--- src/core/ufc_pkg.sv ---
// constants shared by the flow-control / infrared serial channel
// assumes a single clock domain (mclk) and synchronous inputs
package ufc_pkg;
  localparam int DATA_W = 8;
  localparam int FIFO_DEPTH = 8;
  localparam int FIFO_AW = 3;
  localparam int DIV_W = 16;
  localparam int FRAC_W = 4;
  localparam int LVL_W = 4;

  // modem_control_reg fields
  localparam int MCR_DTR = 0;
  localparam int MCR_RTS = 1;
  localparam int MCR_SEL = 2;
  localparam int MCR_IR = 6;
  localparam int MCR_PRESC = 7;
  localparam logic [7:0] MCR_RST = 8'h00;

  // enhanced_feature_reg fields
  localparam int EFR_INT = 4;
  localparam int EFR_ARTS = 6;
  localparam int EFR_ACTS = 7;

  // interrupt_enable_reg / interrupt_status_reg fields, zero bits of divisor_fraction_rd
  localparam int IER_RTS = 6;
  localparam int IER_CTS = 7;
  localparam int ISR_FLOW = 5;
  localparam int FRAC_RD_ZERO = 4;

  // baud generator
  localparam logic [1:0] PRESC_LAST = 2'h3;
  localparam logic [DIV_W-1:0] DIV_MIN = 16'h0001;

  // samples per bit, infrared pulse width in samples, index of the last data bit
  localparam logic [4:0] OVS_16X = 5'h10;
  localparam logic [4:0] OVS_8X = 5'h08;
  localparam logic [4:0] IR_W_16X = 5'h03;
  localparam logic [4:0] IR_W_8X = 5'h02;
  localparam logic [2:0] LAST_BIT = 3'h7;

  typedef enum logic [1:0] {
    TX_IDLE = 2'b00,
    TX_START = 2'b01,
    TX_DATA = 2'b10,
    TX_STOP = 2'b11
  } ufc_tx_state_t;

  typedef enum logic [1:0] {
    RX_IDLE = 2'b00,
    RX_START = 2'b01,
    RX_DATA = 2'b10,
    RX_STOP = 2'b11
  } ufc_rx_state_t;
endpackage : ufc_pkg

--- src/core/ufc_fifo.sv ---
// synchronous FIFO with valid/ready on both sides
// assumes depth is a power of two and matches the pointer width
module ufc_fifo #(
  parameter int W = 8,
  parameter int D = 8,
  parameter int AW = 3
) (
  input wire logic mclk,
  input wire logic reset,
  input wire logic in_valid,
  output logic in_ready,
  input wire logic [W-1:0] in_data,
  output logic out_valid,
  input wire logic out_ready,
  output logic [W-1:0] out_data,
  output logic [AW:0] level
);
  logic [W-1:0] mem_ff [D];
  logic [AW-1:0] wr_ff;
  logic [AW-1:0] rd_ff;
  logic [AW:0] cnt_ff;
  logic push;
  logic pop;

  assign in_ready = cnt_ff != (AW+1)'(D);
  assign out_valid = cnt_ff != '0;
  assign push = in_valid && in_ready;
  assign pop = out_valid && out_ready;
  assign out_data = mem_ff[rd_ff];
  assign level = cnt_ff;

  always_ff @(posedge mclk) begin
    if (push) begin
      mem_ff[wr_ff] <= in_data;
    end
  end

  always_ff @(posedge mclk) begin
    if (reset) begin
      wr_ff <= '0;
      rd_ff <= '0;
      cnt_ff <= '0;
    end else begin
      if (push) begin
        wr_ff <= wr_ff + 1'b1;
      end
      if (pop) begin
        rd_ff <= rd_ff + 1'b1;
      end
      if (push && !pop) begin
        cnt_ff <= cnt_ff + 1'b1;
      end else if (pop && !push) begin
        cnt_ff <= cnt_ff - 1'b1;
      end
    end
  end
endmodule : ufc_fifo

--- src/core/ufc_baud_gen.sv ---
// prescaler and fractional baud divider giving a one-cycle sample tick
// assumes divisor and prescaler setting stay static while running
module ufc_baud_gen (
  input wire logic mclk,
  input wire logic reset,
  input wire logic presc_div4,
  input wire logic [ufc_pkg::DIV_W-1:0] divisor,
  input wire logic [ufc_pkg::FRAC_W-1:0] fraction,
  output logic tick
);
  logic [1:0] pre_ff;
  logic pre_en;
  logic [ufc_pkg::DIV_W-1:0] cnt_ff;
  logic [ufc_pkg::DIV_W-1:0] lim;
  logic [ufc_pkg::DIV_W-1:0] last;
  logic [ufc_pkg::FRAC_W-1:0] acc_ff;
  logic stretch_ff;
  logic tick_ff;
  logic [ufc_pkg::DIV_W+1:0] gap_ff;
  logic seen_ff;
  logic [ufc_pkg::DIV_W:0] cfg_ff;
  logic cfg_same;

  // a zero divisor would stall the channel, so it acts as one
  assign lim = (divisor == '0) ? ufc_pkg::DIV_MIN : divisor;
  assign last = stretch_ff ? lim : lim - ufc_pkg::DIV_MIN;
  assign pre_en = !presc_div4 || pre_ff == ufc_pkg::PRESC_LAST;
  assign tick = tick_ff;

  always_ff @(posedge mclk) begin
    if (reset) begin
      pre_ff <= '0;
    end else begin
      pre_ff <= pre_ff + 1'b1;
    end
  end

  // a carry out of the sixteenths accumulator stretches the next period
  always_ff @(posedge mclk) begin
    if (reset) begin
      cnt_ff <= '0;
      acc_ff <= '0;
      stretch_ff <= 1'b0;
      tick_ff <= 1'b0;
    end else begin
      tick_ff <= 1'b0;
      if (pre_en) begin
        if (cnt_ff >= last) begin
          cnt_ff <= '0;
          tick_ff <= 1'b1;
          {stretch_ff, acc_ff} <= {1'b0, acc_ff} + {1'b0, fraction};
        end else begin
          cnt_ff <= cnt_ff + 1'b1;
        end
      end
    end
  end

  // a new divisor or prescaler leaves one odd period, so the check rearms
  assign cfg_same = cfg_ff == {presc_div4, lim};

  always_ff @(posedge mclk) begin
    if (reset) begin
      gap_ff <= '0;
      seen_ff <= 1'b0;
      cfg_ff <= '0;
    end else begin
      cfg_ff <= {presc_div4, lim};
      seen_ff <= cfg_same && (seen_ff || tick_ff);
      if (tick_ff) begin
        gap_ff <= '0;
      end else begin
        gap_ff <= gap_ff + 1'b1;
      end
    end
  end
endmodule : ufc_baud_gen

--- src/core/ufc_flow_irda.sv ---
// one serial channel: fractional baud, auto handshake, infrared codec
// assumes synchronous inputs; configuration arrives as plain ports
module ufc_flow_irda (
  input wire logic mclk,
  input wire logic reset,
  input wire logic modem_control_wr,
  input wire logic [7:0] modem_control_wdata,
  output logic [7:0] modem_control_reg,
  input wire logic [7:0] enhanced_feature_reg,
  input wire logic [7:0] interrupt_enable_reg,
  input wire logic interrupt_status_rd,
  output logic [7:0] interrupt_status_reg,
  input wire logic [7:0] divisor_low_byte,
  input wire logic [7:0] divisor_high_byte,
  input wire logic [7:0] divisor_fraction,
  output logic [7:0] divisor_fraction_rd,
  input wire logic sample_8x,
  input wire logic ir_rx_invert,
  input wire logic [ufc_pkg::LVL_W-1:0] rx_trigger,
  input wire logic [ufc_pkg::LVL_W-1:0] rx_resume_level,
  input wire logic infrared_global_enable_pin,
  input wire logic [ufc_pkg::DATA_W-1:0] tx_data,
  input wire logic tx_valid,
  output logic tx_ready,
  output logic [ufc_pkg::DATA_W-1:0] rx_data,
  output logic rx_valid,
  input wire logic rx_ready,
  output logic [ufc_pkg::LVL_W-1:0] rx_level,
  output logic rx_overrun,
  output logic tx_busy,
  output logic ser_tx,
  input wire logic ser_rx,
  output logic rts_n,
  output logic dtr_n,
  input wire logic cts_n,
  input wire logic dsr_n
);
  logic tick;
  logic [4:0] ovs;
  logic [4:0] half;
  logic [4:0] irw;
  logic [7:0] mcr_ff;
  logic strap_ff;
  logic ir_mode;
  logic sel_dtr;
  logic auto_cts;
  logic auto_rts;
  logic hs_in_n;
  logic cts_stop;
  logic rx_go_ff;
  logic rts_act;
  logic dtr_act;
  logic hs_out_act;
  logic hs_in_prev_ff;
  logic hs_out_prev_ff;
  logic cts_ev;
  logic rts_ev;
  logic isr_flow_ff;
  logic txq_valid;
  logic txq_pop;
  logic [ufc_pkg::DATA_W-1:0] txq_data;
  ufc_pkg::ufc_tx_state_t tx_state_ff;
  logic [4:0] tx_cnt_ff;
  logic [2:0] tx_bit_ff;
  logic [ufc_pkg::DATA_W-1:0] tx_shift_ff;
  logic tx_line_ff;
  logic ser_tx_ff;
  logic ir_raw;
  logic [4:0] ir_hold_ff;
  logic rx_dec;
  logic rx_in;
  ufc_pkg::ufc_rx_state_t rx_state_ff;
  logic [4:0] rx_cnt_ff;
  logic [2:0] rx_bit_ff;
  logic [ufc_pkg::DATA_W-1:0] rx_shift_ff;
  logic rx_push_ff;
  logic rxq_ready;
  logic rx_overrun_ff;

  assign ovs = sample_8x ? ufc_pkg::OVS_8X : ufc_pkg::OVS_16X;
  assign irw = sample_8x ? ufc_pkg::IR_W_8X : ufc_pkg::IR_W_16X;
  assign half = ovs >> 1;

  ufc_baud_gen u_baud (
    .mclk(mclk),
    .reset(reset),
    .presc_div4(mcr_ff[ufc_pkg::MCR_PRESC]),
    .divisor({divisor_high_byte, divisor_low_byte}),
    .fraction(divisor_fraction[ufc_pkg::FRAC_W-1:0]),
    .tick(tick)
  );

  // upper fraction bits are not stored, so they read back zero
  assign divisor_fraction_rd = {{ufc_pkg::FRAC_RD_ZERO{1'b0}},
    divisor_fraction[ufc_pkg::FRAC_W-1:0]};

  // the pin is caught on the first edge after reset release
  always_ff @(posedge mclk) begin
    if (reset) begin
      strap_ff <= 1'b1;
    end else begin
      strap_ff <= 1'b0;
    end
  end

  always_ff @(posedge mclk) begin
    if (reset) begin
      mcr_ff <= ufc_pkg::MCR_RST;
    end else if (modem_control_wr) begin
      mcr_ff <= modem_control_wdata;
    end else if (strap_ff) begin
      mcr_ff[ufc_pkg::MCR_IR] <= infrared_global_enable_pin;
    end
  end

  assign modem_control_reg = mcr_ff;
  assign ir_mode = mcr_ff[ufc_pkg::MCR_IR];
  assign sel_dtr = mcr_ff[ufc_pkg::MCR_SEL];
  assign auto_cts = enhanced_feature_reg[ufc_pkg::EFR_ACTS];
  assign auto_rts = enhanced_feature_reg[ufc_pkg::EFR_ARTS];
  assign hs_in_n = sel_dtr ? dsr_n : cts_n;
  assign cts_stop = auto_cts && hs_in_n;

  // receive gating with hysteresis between trigger and resume levels
  always_ff @(posedge mclk) begin
    if (reset) begin
      rx_go_ff <= 1'b1;
    end else if (rx_level >= rx_trigger) begin
      rx_go_ff <= 1'b0;
    end else if (rx_level <= rx_resume_level) begin
      rx_go_ff <= 1'b1;
    end
  end

  // software still owns the pin level; auto mode can only withdraw it
  assign rts_act = mcr_ff[ufc_pkg::MCR_RTS] &&
    (!(auto_rts && !sel_dtr) || rx_go_ff);
  assign dtr_act = mcr_ff[ufc_pkg::MCR_DTR] &&
    (!(auto_rts && sel_dtr) || rx_go_ff);
  assign rts_n = !rts_act;
  assign dtr_n = !dtr_act;
  assign hs_out_act = sel_dtr ? dtr_act : rts_act;

  always_ff @(posedge mclk) begin
    if (reset) begin
      hs_in_prev_ff <= 1'b1;
      hs_out_prev_ff <= 1'b0;
    end else begin
      hs_in_prev_ff <= hs_in_n;
      hs_out_prev_ff <= hs_out_act;
    end
  end

  assign cts_ev = hs_in_n && !hs_in_prev_ff && auto_cts &&
    enhanced_feature_reg[ufc_pkg::EFR_INT] &&
    interrupt_enable_reg[ufc_pkg::IER_CTS];
  assign rts_ev = !hs_out_act && hs_out_prev_ff &&
    enhanced_feature_reg[ufc_pkg::EFR_INT] &&
    interrupt_enable_reg[ufc_pkg::IER_RTS];

  // a new event in the clearing cycle keeps the flag set
  always_ff @(posedge mclk) begin
    if (reset) begin
      isr_flow_ff <= 1'b0;
    end else if (cts_ev || rts_ev) begin
      isr_flow_ff <= 1'b1;
    end else if (interrupt_status_rd) begin
      isr_flow_ff <= 1'b0;
    end
  end

  always_comb begin
    interrupt_status_reg = '0;
    interrupt_status_reg[ufc_pkg::ISR_FLOW] = isr_flow_ff;
  end

  ufc_fifo #(
    .W(ufc_pkg::DATA_W),
    .D(ufc_pkg::FIFO_DEPTH),
    .AW(ufc_pkg::FIFO_AW)
  ) u_txq (
    .mclk(mclk),
    .reset(reset),
    .in_valid(tx_valid),
    .in_ready(tx_ready),
    .in_data(tx_data),
    .out_valid(txq_valid),
    .out_ready(txq_pop),
    .out_data(txq_data),
    .level()
  );

  // a stop request only blocks the next start, never a running char
  assign txq_pop = tx_state_ff == ufc_pkg::TX_IDLE && !cts_stop;
  assign tx_busy = tx_state_ff != ufc_pkg::TX_IDLE;

  always_ff @(posedge mclk) begin
    if (reset) begin
      tx_state_ff <= ufc_pkg::TX_IDLE;
      tx_cnt_ff <= '0;
      tx_bit_ff <= '0;
      tx_shift_ff <= '0;
      tx_line_ff <= 1'b1;
    end else begin
      unique case (tx_state_ff)
        ufc_pkg::TX_IDLE: begin
          if (txq_valid && !cts_stop) begin
            tx_state_ff <= ufc_pkg::TX_START;
            tx_cnt_ff <= '0;
            tx_bit_ff <= '0;
            tx_shift_ff <= txq_data;
            tx_line_ff <= 1'b0;
          end
        end
        ufc_pkg::TX_START: begin
          if (tick && tx_cnt_ff == ovs - 1'b1) begin
            tx_cnt_ff <= '0;
            tx_state_ff <= ufc_pkg::TX_DATA;
            tx_line_ff <= tx_shift_ff[0];
          end else if (tick) begin
            tx_cnt_ff <= tx_cnt_ff + 1'b1;
          end
        end
        ufc_pkg::TX_DATA: begin
          if (tick && tx_cnt_ff == ovs - 1'b1) begin
            tx_cnt_ff <= '0;
            tx_shift_ff <= tx_shift_ff >> 1;
            if (tx_bit_ff == ufc_pkg::LAST_BIT) begin
              tx_state_ff <= ufc_pkg::TX_STOP;
              tx_line_ff <= 1'b1;
            end else begin
              tx_bit_ff <= tx_bit_ff + 1'b1;
              tx_line_ff <= tx_shift_ff[1];
            end
          end else if (tick) begin
            tx_cnt_ff <= tx_cnt_ff + 1'b1;
          end
        end
        ufc_pkg::TX_STOP: begin
          if (tick && tx_cnt_ff == ovs - 1'b1) begin
            tx_cnt_ff <= '0;
            tx_state_ff <= ufc_pkg::TX_IDLE;
          end else if (tick) begin
            tx_cnt_ff <= tx_cnt_ff + 1'b1;
          end
        end
      endcase
    end
  end

  // infrared: high only in the first samples of a zero bit
  always_ff @(posedge mclk) begin
    if (reset) begin
      ser_tx_ff <= 1'b1;
    end else if (ir_mode) begin
      ser_tx_ff <= !tx_line_ff && tx_busy && tx_cnt_ff < irw;
    end else begin
      ser_tx_ff <= tx_line_ff;
    end
  end
  assign ser_tx = ser_tx_ff;

  // decoder holds a zero for one bit period after each pulse
  assign ir_raw = ser_rx ^ ir_rx_invert;
  always_ff @(posedge mclk) begin
    if (reset) begin
      ir_hold_ff <= '0;
    end else if (!ir_mode) begin
      // a high line outside infrared mode must not leave a stale pulse
      ir_hold_ff <= '0;
    end else if (ir_raw) begin
      ir_hold_ff <= ovs;
    end else if (tick && ir_hold_ff != '0) begin
      ir_hold_ff <= ir_hold_ff - 1'b1;
    end
  end

  assign rx_dec = ir_mode ? (ir_hold_ff == '0 && !ir_raw) : ser_rx;
  assign rx_in = (ir_mode && tx_busy) ? 1'b1 : rx_dec;

  always_ff @(posedge mclk) begin
    if (reset) begin
      rx_state_ff <= ufc_pkg::RX_IDLE;
      rx_cnt_ff <= '0;
      rx_bit_ff <= '0;
      rx_shift_ff <= '0;
      rx_push_ff <= 1'b0;
    end else begin
      rx_push_ff <= 1'b0;
      unique case (rx_state_ff)
        ufc_pkg::RX_IDLE: begin
          if (!rx_in) begin
            rx_state_ff <= ufc_pkg::RX_START;
            rx_cnt_ff <= '0;
          end
        end
        ufc_pkg::RX_START: begin
          if (tick && rx_cnt_ff == half - 1'b1) begin
            rx_cnt_ff <= '0;
            rx_bit_ff <= '0;
            rx_state_ff <= rx_in ? ufc_pkg::RX_IDLE : ufc_pkg::RX_DATA;
          end else if (tick) begin
            rx_cnt_ff <= rx_cnt_ff + 1'b1;
          end
        end
        ufc_pkg::RX_DATA: begin
          if (tick && rx_cnt_ff == ovs - 1'b1) begin
            rx_cnt_ff <= '0;
            rx_shift_ff <= {rx_in, rx_shift_ff[ufc_pkg::DATA_W-1:1]};
            rx_bit_ff <= rx_bit_ff + 1'b1;
            if (rx_bit_ff == ufc_pkg::LAST_BIT) begin
              rx_state_ff <= ufc_pkg::RX_STOP;
            end
          end else if (tick) begin
            rx_cnt_ff <= rx_cnt_ff + 1'b1;
          end
        end
        ufc_pkg::RX_STOP: begin
          // a missing stop bit drops the character
          if (tick && rx_cnt_ff == ovs - 1'b1) begin
            rx_cnt_ff <= '0;
            rx_push_ff <= rx_in;
            rx_state_ff <= ufc_pkg::RX_IDLE;
          end else if (tick) begin
            rx_cnt_ff <= rx_cnt_ff + 1'b1;
          end
        end
      endcase
    end
  end

  ufc_fifo #(
    .W(ufc_pkg::DATA_W),
    .D(ufc_pkg::FIFO_DEPTH),
    .AW(ufc_pkg::FIFO_AW)
  ) u_rxq (
    .mclk(mclk),
    .reset(reset),
    .in_valid(rx_push_ff),
    .in_ready(rxq_ready),
    .in_data(rx_shift_ff),
    .out_valid(rx_valid),
    .out_ready(rx_ready),
    .out_data(rx_data),
    .level(rx_level)
  );

  // the line cannot be stalled, so a full queue loses the character
  always_ff @(posedge mclk) begin
    if (reset) begin
      rx_overrun_ff <= 1'b0;
    end else begin
      rx_overrun_ff <= rx_push_ff && !rxq_ready;
    end
  end
  assign rx_overrun = rx_overrun_ff;
endmodule : ufc_flow_irda

--- config.mk ---
export PLATFORM = sky130hd
export DESIGN_NAME = ufc_flow_irda
export DESIGN_NICKNAME = d
export VERILOG_FILES = /design/src/core/ufc_pkg.sv /design/src/core/ufc_fifo.sv /design/src/core/ufc_baud_gen.sv /design/src/core/ufc_flow_irda.sv
export SDC_FILE = /design/constraint.sdc
export NUM_CORES = 1
export LEC_CHECK = 0
export BUFFER_PORTS_ARGS = -buffer_cell sky130_fd_sc_hd__buf_2
export CORE_UTILIZATION = 60
export DETAILED_ROUTE_END_ITERATION = 8
export PLACE_DENSITY = 0.83
export SKIP_LAST_GASP = 1
export SYNTH_ARGS = -nofsm -noshare
export SYNTH_HDL_FRONTEND = slang
export SYNTH_HIERARCHICAL = 1
export SYNTH_SLANG_ARGS = --single-unit
--- constraint.sdc ---
create_clock -name mclk -period 6.05 [get_ports mclk]
set_clock_uncertainty 0.05 [all_clocks]
set_input_delay 0.3025 -clock mclk [delete_from_list [all_inputs] [get_ports mclk]]
set_output_delay 0.3025 -clock mclk [all_outputs]
set_load 0.02 [all_outputs]
==> flow_summary.yaml, run 1 <==
status:
  outcome: "complete, but fails checks"
  violations: "DRC"
worst_setup_path:
  worstSetupPathType: "input pin to flip-flop"
  cp.arrival_ns: 4.01
  max_stage_delay_ns: 0.54
  required_ns: 6.39
  worst-path-buf-inv: 2
  critPathSlowestCell: "or4b_4"
  crit_chain: "buf_2 -> nor4_2 -> or4b_4 -> nor4_2 -> nor2_1 -> ha_1 -> nand3_1 -> nor2_1 -> xnor2_1 -> ha_1 -> a21o_1 -> a21o_1 -> a2111oi_2 -> a21oi_1 -> buf_4 -> mux2_1"
  cp_top_family: "simple AND/OR/NAND/NOR gates"
  setup.worst_path.end_class: "flip-flop"
  crit_fanout: 21
  cp-start-kind: "input pin"
timing:
  hold_viol: 0
  grt_setup_unrepaired: "false"
  worst_pin_slew_ns: 1.31
  min_period_over_period: 0.607
  period_needed_ns: 3.67
  finalSetupViolCount: 0
  setup_tns_ns: 0
  clock.fmax_mhz: 272
  drv_slew: 0
  setup_ws_ns: 2.38
  slew_headroom: 0.122
floorplan:
  initial_core_util: 0.617
  ios: 119
  core_area_um2: 18100
  die_w_um: 138
  rows: 49
  die_height_um: 138
  die-area_um2: 19200
clocking:
  cts_tree: "built"
  cts_sinks: 236
  clockRootBuffer: "clkbuf_16"
  path_clk_slew_ns: 0.06
  numCtsBuffers: 24
  htree_levels: 1
  insertion_delay_ns: 0.50
  clockBufferDepth: 3
finish:
  reg_top3: "u_rxq/mem_ff: 64 flops, u_txq/mem_ff: 64 flops, u_baud/cnt_ff: 16 flops"
  nets: 1126
  diodes: 0
  drive_above_1_share: 0.176
  syn_to_final_growth_pct: 13.0
  fillers: 1214
  regArea_um2: 6010
  final_area_um2: 12600
  multi_input_comb_area_um2: 4750
  fin_util: 0.698
drt:
  route.final.wire_length_mm: 20.2
  antenna_left: 0
  via_per_inst: 5.70
  drc_errors: 6
  drtIter0Drc: 350
  vias: 7069
  drt_pre_antenna_iters: 6
  post_drt_wl_per_cell_um: 16.2
yosys:
  ys_warn_count: 6
  synth_ff_type: "edfxtp_1"
  avgSynthCellArea_um2: 12.4
  synth_edf_count: 128
  synth-async-reset-ratio: 0
  synth_commonest_cells: "edfxtp_1, dfxtp_1, nor2_1, ha_1, nand2_1"
  synthTopCellsByArea: "edfxtp_1, dfxtp_1, mux4_1"
  ys_types: 67
  synth_top_area_cell: "edfxtp_1"
  synth_top_area_frac: 0.344
  synth_area_um2: 11200
  ys_seq_elements: 236
  syn_inst: 902
  yosysMostFrequentCell: "edfxtp_1"
  yosysSeqAreaShare: 0.538
grt:
  grt_max_degree: 54
  grt_pass1_vias: 6810
  antenna_found_initial: 0
  grt_pass1_wl_mm: 33.6
  grt_usage: 0.215
  grt-ovfl-total: 0
place:
  place_ws_ns: 1.89
  routabilityCongestion: 0.842
  port_buffers: 92
  placed_cell_area_um2: 11700
  dpl.hpwl_mm: 13.5
hold_path:
  min_path_type: "input pin to flip-flop"
power_and_ir_drop:
  ir_worst_vdd_mv: 0.264
  total_power_mw: 4.45
  leakagePower_nw: 4.85
  power_density_nw_per_um2: 353
flow_run:
  maxCapViolCount: 0
[where the power goes]
group / switching [mW] / leakage [nW] / internal [mW] / total (mW)
Clock: 0.587 / 0.410 / 0.942 / 1.53
Sequential: 0.128 / 2.06 / 1.79 / 1.92
Combinational: 0.532 / 2.38 / 0.470 / 1.00
[cells by family after synthesis]
group           synth area share
compound gates            0.0604
buf+inv                   0.0410
simple gates               0.129
fa+ha+maj                 0.0648
xor+xnor                  0.0400
flops                      0.538
other cells             0.000336
mux                        0.127
[layout by cell type (no fill, tap or decap), drive strengths merged, types with 28 or more instances in the layout]
cell type and n:
edfxtp 128, ha 53, dfxtp 108, mux2i 28, nor2 101, mux4 32
buf 101, clkbuf 31, inv 34, nand2 46, nor3 34
[per-stage QoR]
step / cells / hold slack, ns
after floorplan: 912 / 0.280
after global placement: 1188 / 0.364
after detailed placement: 1188 / 0.362
after CTS: 1241 / 0.000713
after global routing: 1241 / 0.000644
final: 1241 / 0.0136
[layout make-up]
class / count / area share
Sequential cell: 236 / 0.476
Multi-Input combinational cell: 589 / 0.376
Clock buffer: 31 / 0.0522
Timing Repair Buffer: 110 / 0.0492
Tap cell: 229 / 0.0227
Clock inverter: 13 / 0.0139
Inverter: 33 / 0.00982
[worst min-delay path, delay by kind of cell]
family	cells	cell delay, ns
buffers and inverters	1	0.07
AND/OR/NAND/NOR	1	0.09
multiplexers	1	0.05
[worst paths after layout]
path	endpoint	cells past startpoint	startpoint	slack, ns
worst max register to register	u_baud/acc_ff[2]	11	u_baud/stretch_ff	2.51
worst min-delay path	modem_control_reg[1]	3	modem_control_wdata[1]	0.01
worst max-delay path	u_baud/acc_ff[2]	16	divisor_low_byte[7]	2.38
worst min register to register	u_baud/pre_ff[0]	1	u_baud/pre_ff[0]	0.37
[timing repair]
item / 4_1_cts / 5_1_grt
resized for setup: 0 / 0
endpoints found under the hold margin: 13 / 0
hold buffers: 9 / 0
buffers inserted: 0 / 0
[layer usage]
metal	GRT usage	routed length, um
met1	0.272	8650
met2	0.386	10500
met3	0.0277	655
met4	0.0609	399
met5	0	0
Note: power is estimated with default switching activity, not from simulation.
==> run 2, diff against run 1 <==
--- a/config.mk
+++ b/config.mk
@@ -6,9 +6,9 @@
 export NUM_CORES = 1
 export LEC_CHECK = 0
 export BUFFER_PORTS_ARGS = -buffer_cell sky130_fd_sc_hd__buf_2
-export CORE_UTILIZATION = 60
+export CORE_UTILIZATION = 53
 export DETAILED_ROUTE_END_ITERATION = 8
-export PLACE_DENSITY = 0.83
+export PLACE_DENSITY = 0.78
 export SKIP_LAST_GASP = 1
 export SYNTH_ARGS = -nofsm -noshare
 export SYNTH_HDL_FRONTEND = slang
==> constraint.sdc (replaced) <==
create_clock -name mclk -period 3.2 [get_ports mclk]
set_clock_uncertainty 0.05 [all_clocks]
set_input_delay 0.16 -clock mclk [delete_from_list [all_inputs] [get_ports mclk]]
set_output_delay 0.16 -clock mclk [all_outputs]
set_load 0.02 [all_outputs]
==> flow_summary.yaml, run 2 (synthesis results as in run 1) <==
timing:
  slew_headroom: 0.402
  setup_ws_ns: 0.153
  min_period_over_period: 0.952
  period_needed_ns: 3.05
  finalSetupViolCount: 0
  hold_slack_ns: 0.0246
  hold_viol: 0
  setup_tns_ns: 0
  drv_slew: 0
  clock.fmax_mhz: 328
  worst_pin_slew_ns: 0.894
  grt_setup_unrepaired: "false"
hold_path:
  worstHoldStart: "cts_n"
  min_path_type: "input pin to flip-flop"
floorplan:
  die_height_um: 147
  die_w_um: 147
  ios: 119
  rows: 52
  die-area_um2: 21700
  initial_core_util: 0.547
  core_area_um2: 20400
clocking:
  path_clk_slew_ns: 0.06
  numCtsBuffers: 24
  cts_sinks: 236
  clockBufferDepth: 3
  cts_tree: "built"
  insertion_delay_ns: 0.52
  clockRootBuffer: "clkbuf_16"
  htree_levels: 1
worst_setup_path:
  cp-start-kind: "input pin"
  setup.worst_path.end_class: "flip-flop"
  critPathSlowestCell: "or4b_4"
  crit_start: "divisor_low_byte[7]"
  max_stage_delay_ns: 0.52
  reg2reg_from: "u_baud/stretch_ff"
  cp_top_family: "simple AND/OR/NAND/NOR gates"
  worstSetupPathType: "input pin to flip-flop"
  crit_fanout: 6
  worst-path-buf-inv: 1
  cp.arrival_ns: 3.40
  crit_chain: "buf_2 -> nor4_4 -> or4b_4 -> nor4_4 -> nor2_1 -> ha_2 -> nand3_2 -> nor2_1 -> xnor2_1 -> ha_1 -> nand4_1 -> a211oi_2 -> a32oi_2 -> a21oi_4 -> mux2_1"
  required_ns: 3.56
drt:
  post_drt_wl_per_cell_um: 16.2
  drc_errors: 0
  drtIter0Drc: 353
  drt_pre_antenna_iters: 4
  antenna_left: 0
  route.final.wire_length_mm: 21.5
  vias: 7274
  via_per_inst: 5.49
place:
  place_ws_ns: -0.546
  dpl.hpwl_mm: 14.5
  routabilityCongestion: 0.821
  place_inst: 1258
  port_buffers: 92
power_and_ir_drop:
  leakagePower_nw: 5.08
  power_density_nw_per_um2: 644
  ir_worst_vdd_mv: 0.349
finish:
  regArea_um2: 6010
  final_cell_mix: "edfxtp_1, dfxtp_1, nor2_1, buf_2, ha_1"
  syn_to_final_growth_pct: 17.4
  multi_input_comb_area_um2: 4840
  diodes: 0
  final_common_cell: "edfxtp_1"
  layout.cells.non_filler: 1326
  reg_top3: "u_rxq/mem_ff: 64 flops, u_txq/mem_ff: 64 flops, u_baud/cnt_ff: 16 flops"
  nets: 1170
  fillers: 1538
  drive_above_1_share: 0.200
  fin_util: 0.642
flow_run:
  maxCapViolCount: 0
grt:
  grt-ovfl-total: 0
  antenna_found_initial: 0
  grt_pass1_wl_mm: 34.4
  grt_pass1_vias: 7035
  grt_max_degree: 53
  grt_usage: 0.198
status:
  outcome: "finished, final reports clean"
run 2: metrics by stage:
stage / power (mW) / instance area (um^2)
floorplan: 5.16 / 11300
detailed placement: 5.61 / 12000
global route: 8.87 / 13100
global placement: 5.53 / 12000
CTS: 8.52 / 13100
finish: 8.45 / 13100
run 2: repair_timing:
item | 4_1_cts | 5_1_grt
gates resized for setup | 2 | 5
setup endpoints to repair | 13 | 21
pin swaps | 0 | 6
hold buffers | 22 | 0
setup buffers | 0 | 2
cloned | 0 | 0
hold endpoints to repair | 78 | 0
run 2: power breakdown:
group	switching [mW]	leakage [nW]	internal [mW]
registers	0.199	2.06	3.38
logic	1.06	2.62	0.939
clock network	1.12	0.391	1.75
run 2: layout make-up:
class | instances | area share
clock buffer | 29 | 0.0488
timing repair buffer | 154 | 0.0753
tap | 270 | 0.0258
inverter | 33 | 0.00944
clock inverter | 15 | 0.0139
sequential | 236 | 0.458
multi-input combinational | 589 | 0.369
run 2: tightest hold or removal path, cell delays in order:
cell      delay [ns]
buf_2           0.08
mux2_2          0.21
nand2b_1        0.11
run 2: layer usage:
metal / part of all wire / vias to the layer above / global-route usage / wire length, um
met2: 0.52 / 118 / 0.364 / 11200
met5: 0 / - / 0 / 0
met4: 0.018 / 0 / 0.0536 / 395
li1: - / 3584 / - / -
met1: 0.43 / 3536 / 0.243 / 9230
met3: 0.033 / 36 / 0.0267 / 706
run 2: final timing paths:
kind                            to  slack, ns  depth (start not counted)
setup / recovery  u_baud/acc_ff[1]       0.15                         15
hold reg to reg   u_baud/pre_ff[0]       0.38                          1
hold / removal       hs_in_prev_ff       0.02                          3
setup reg to reg  u_baud/acc_ff[1]       0.22                         11
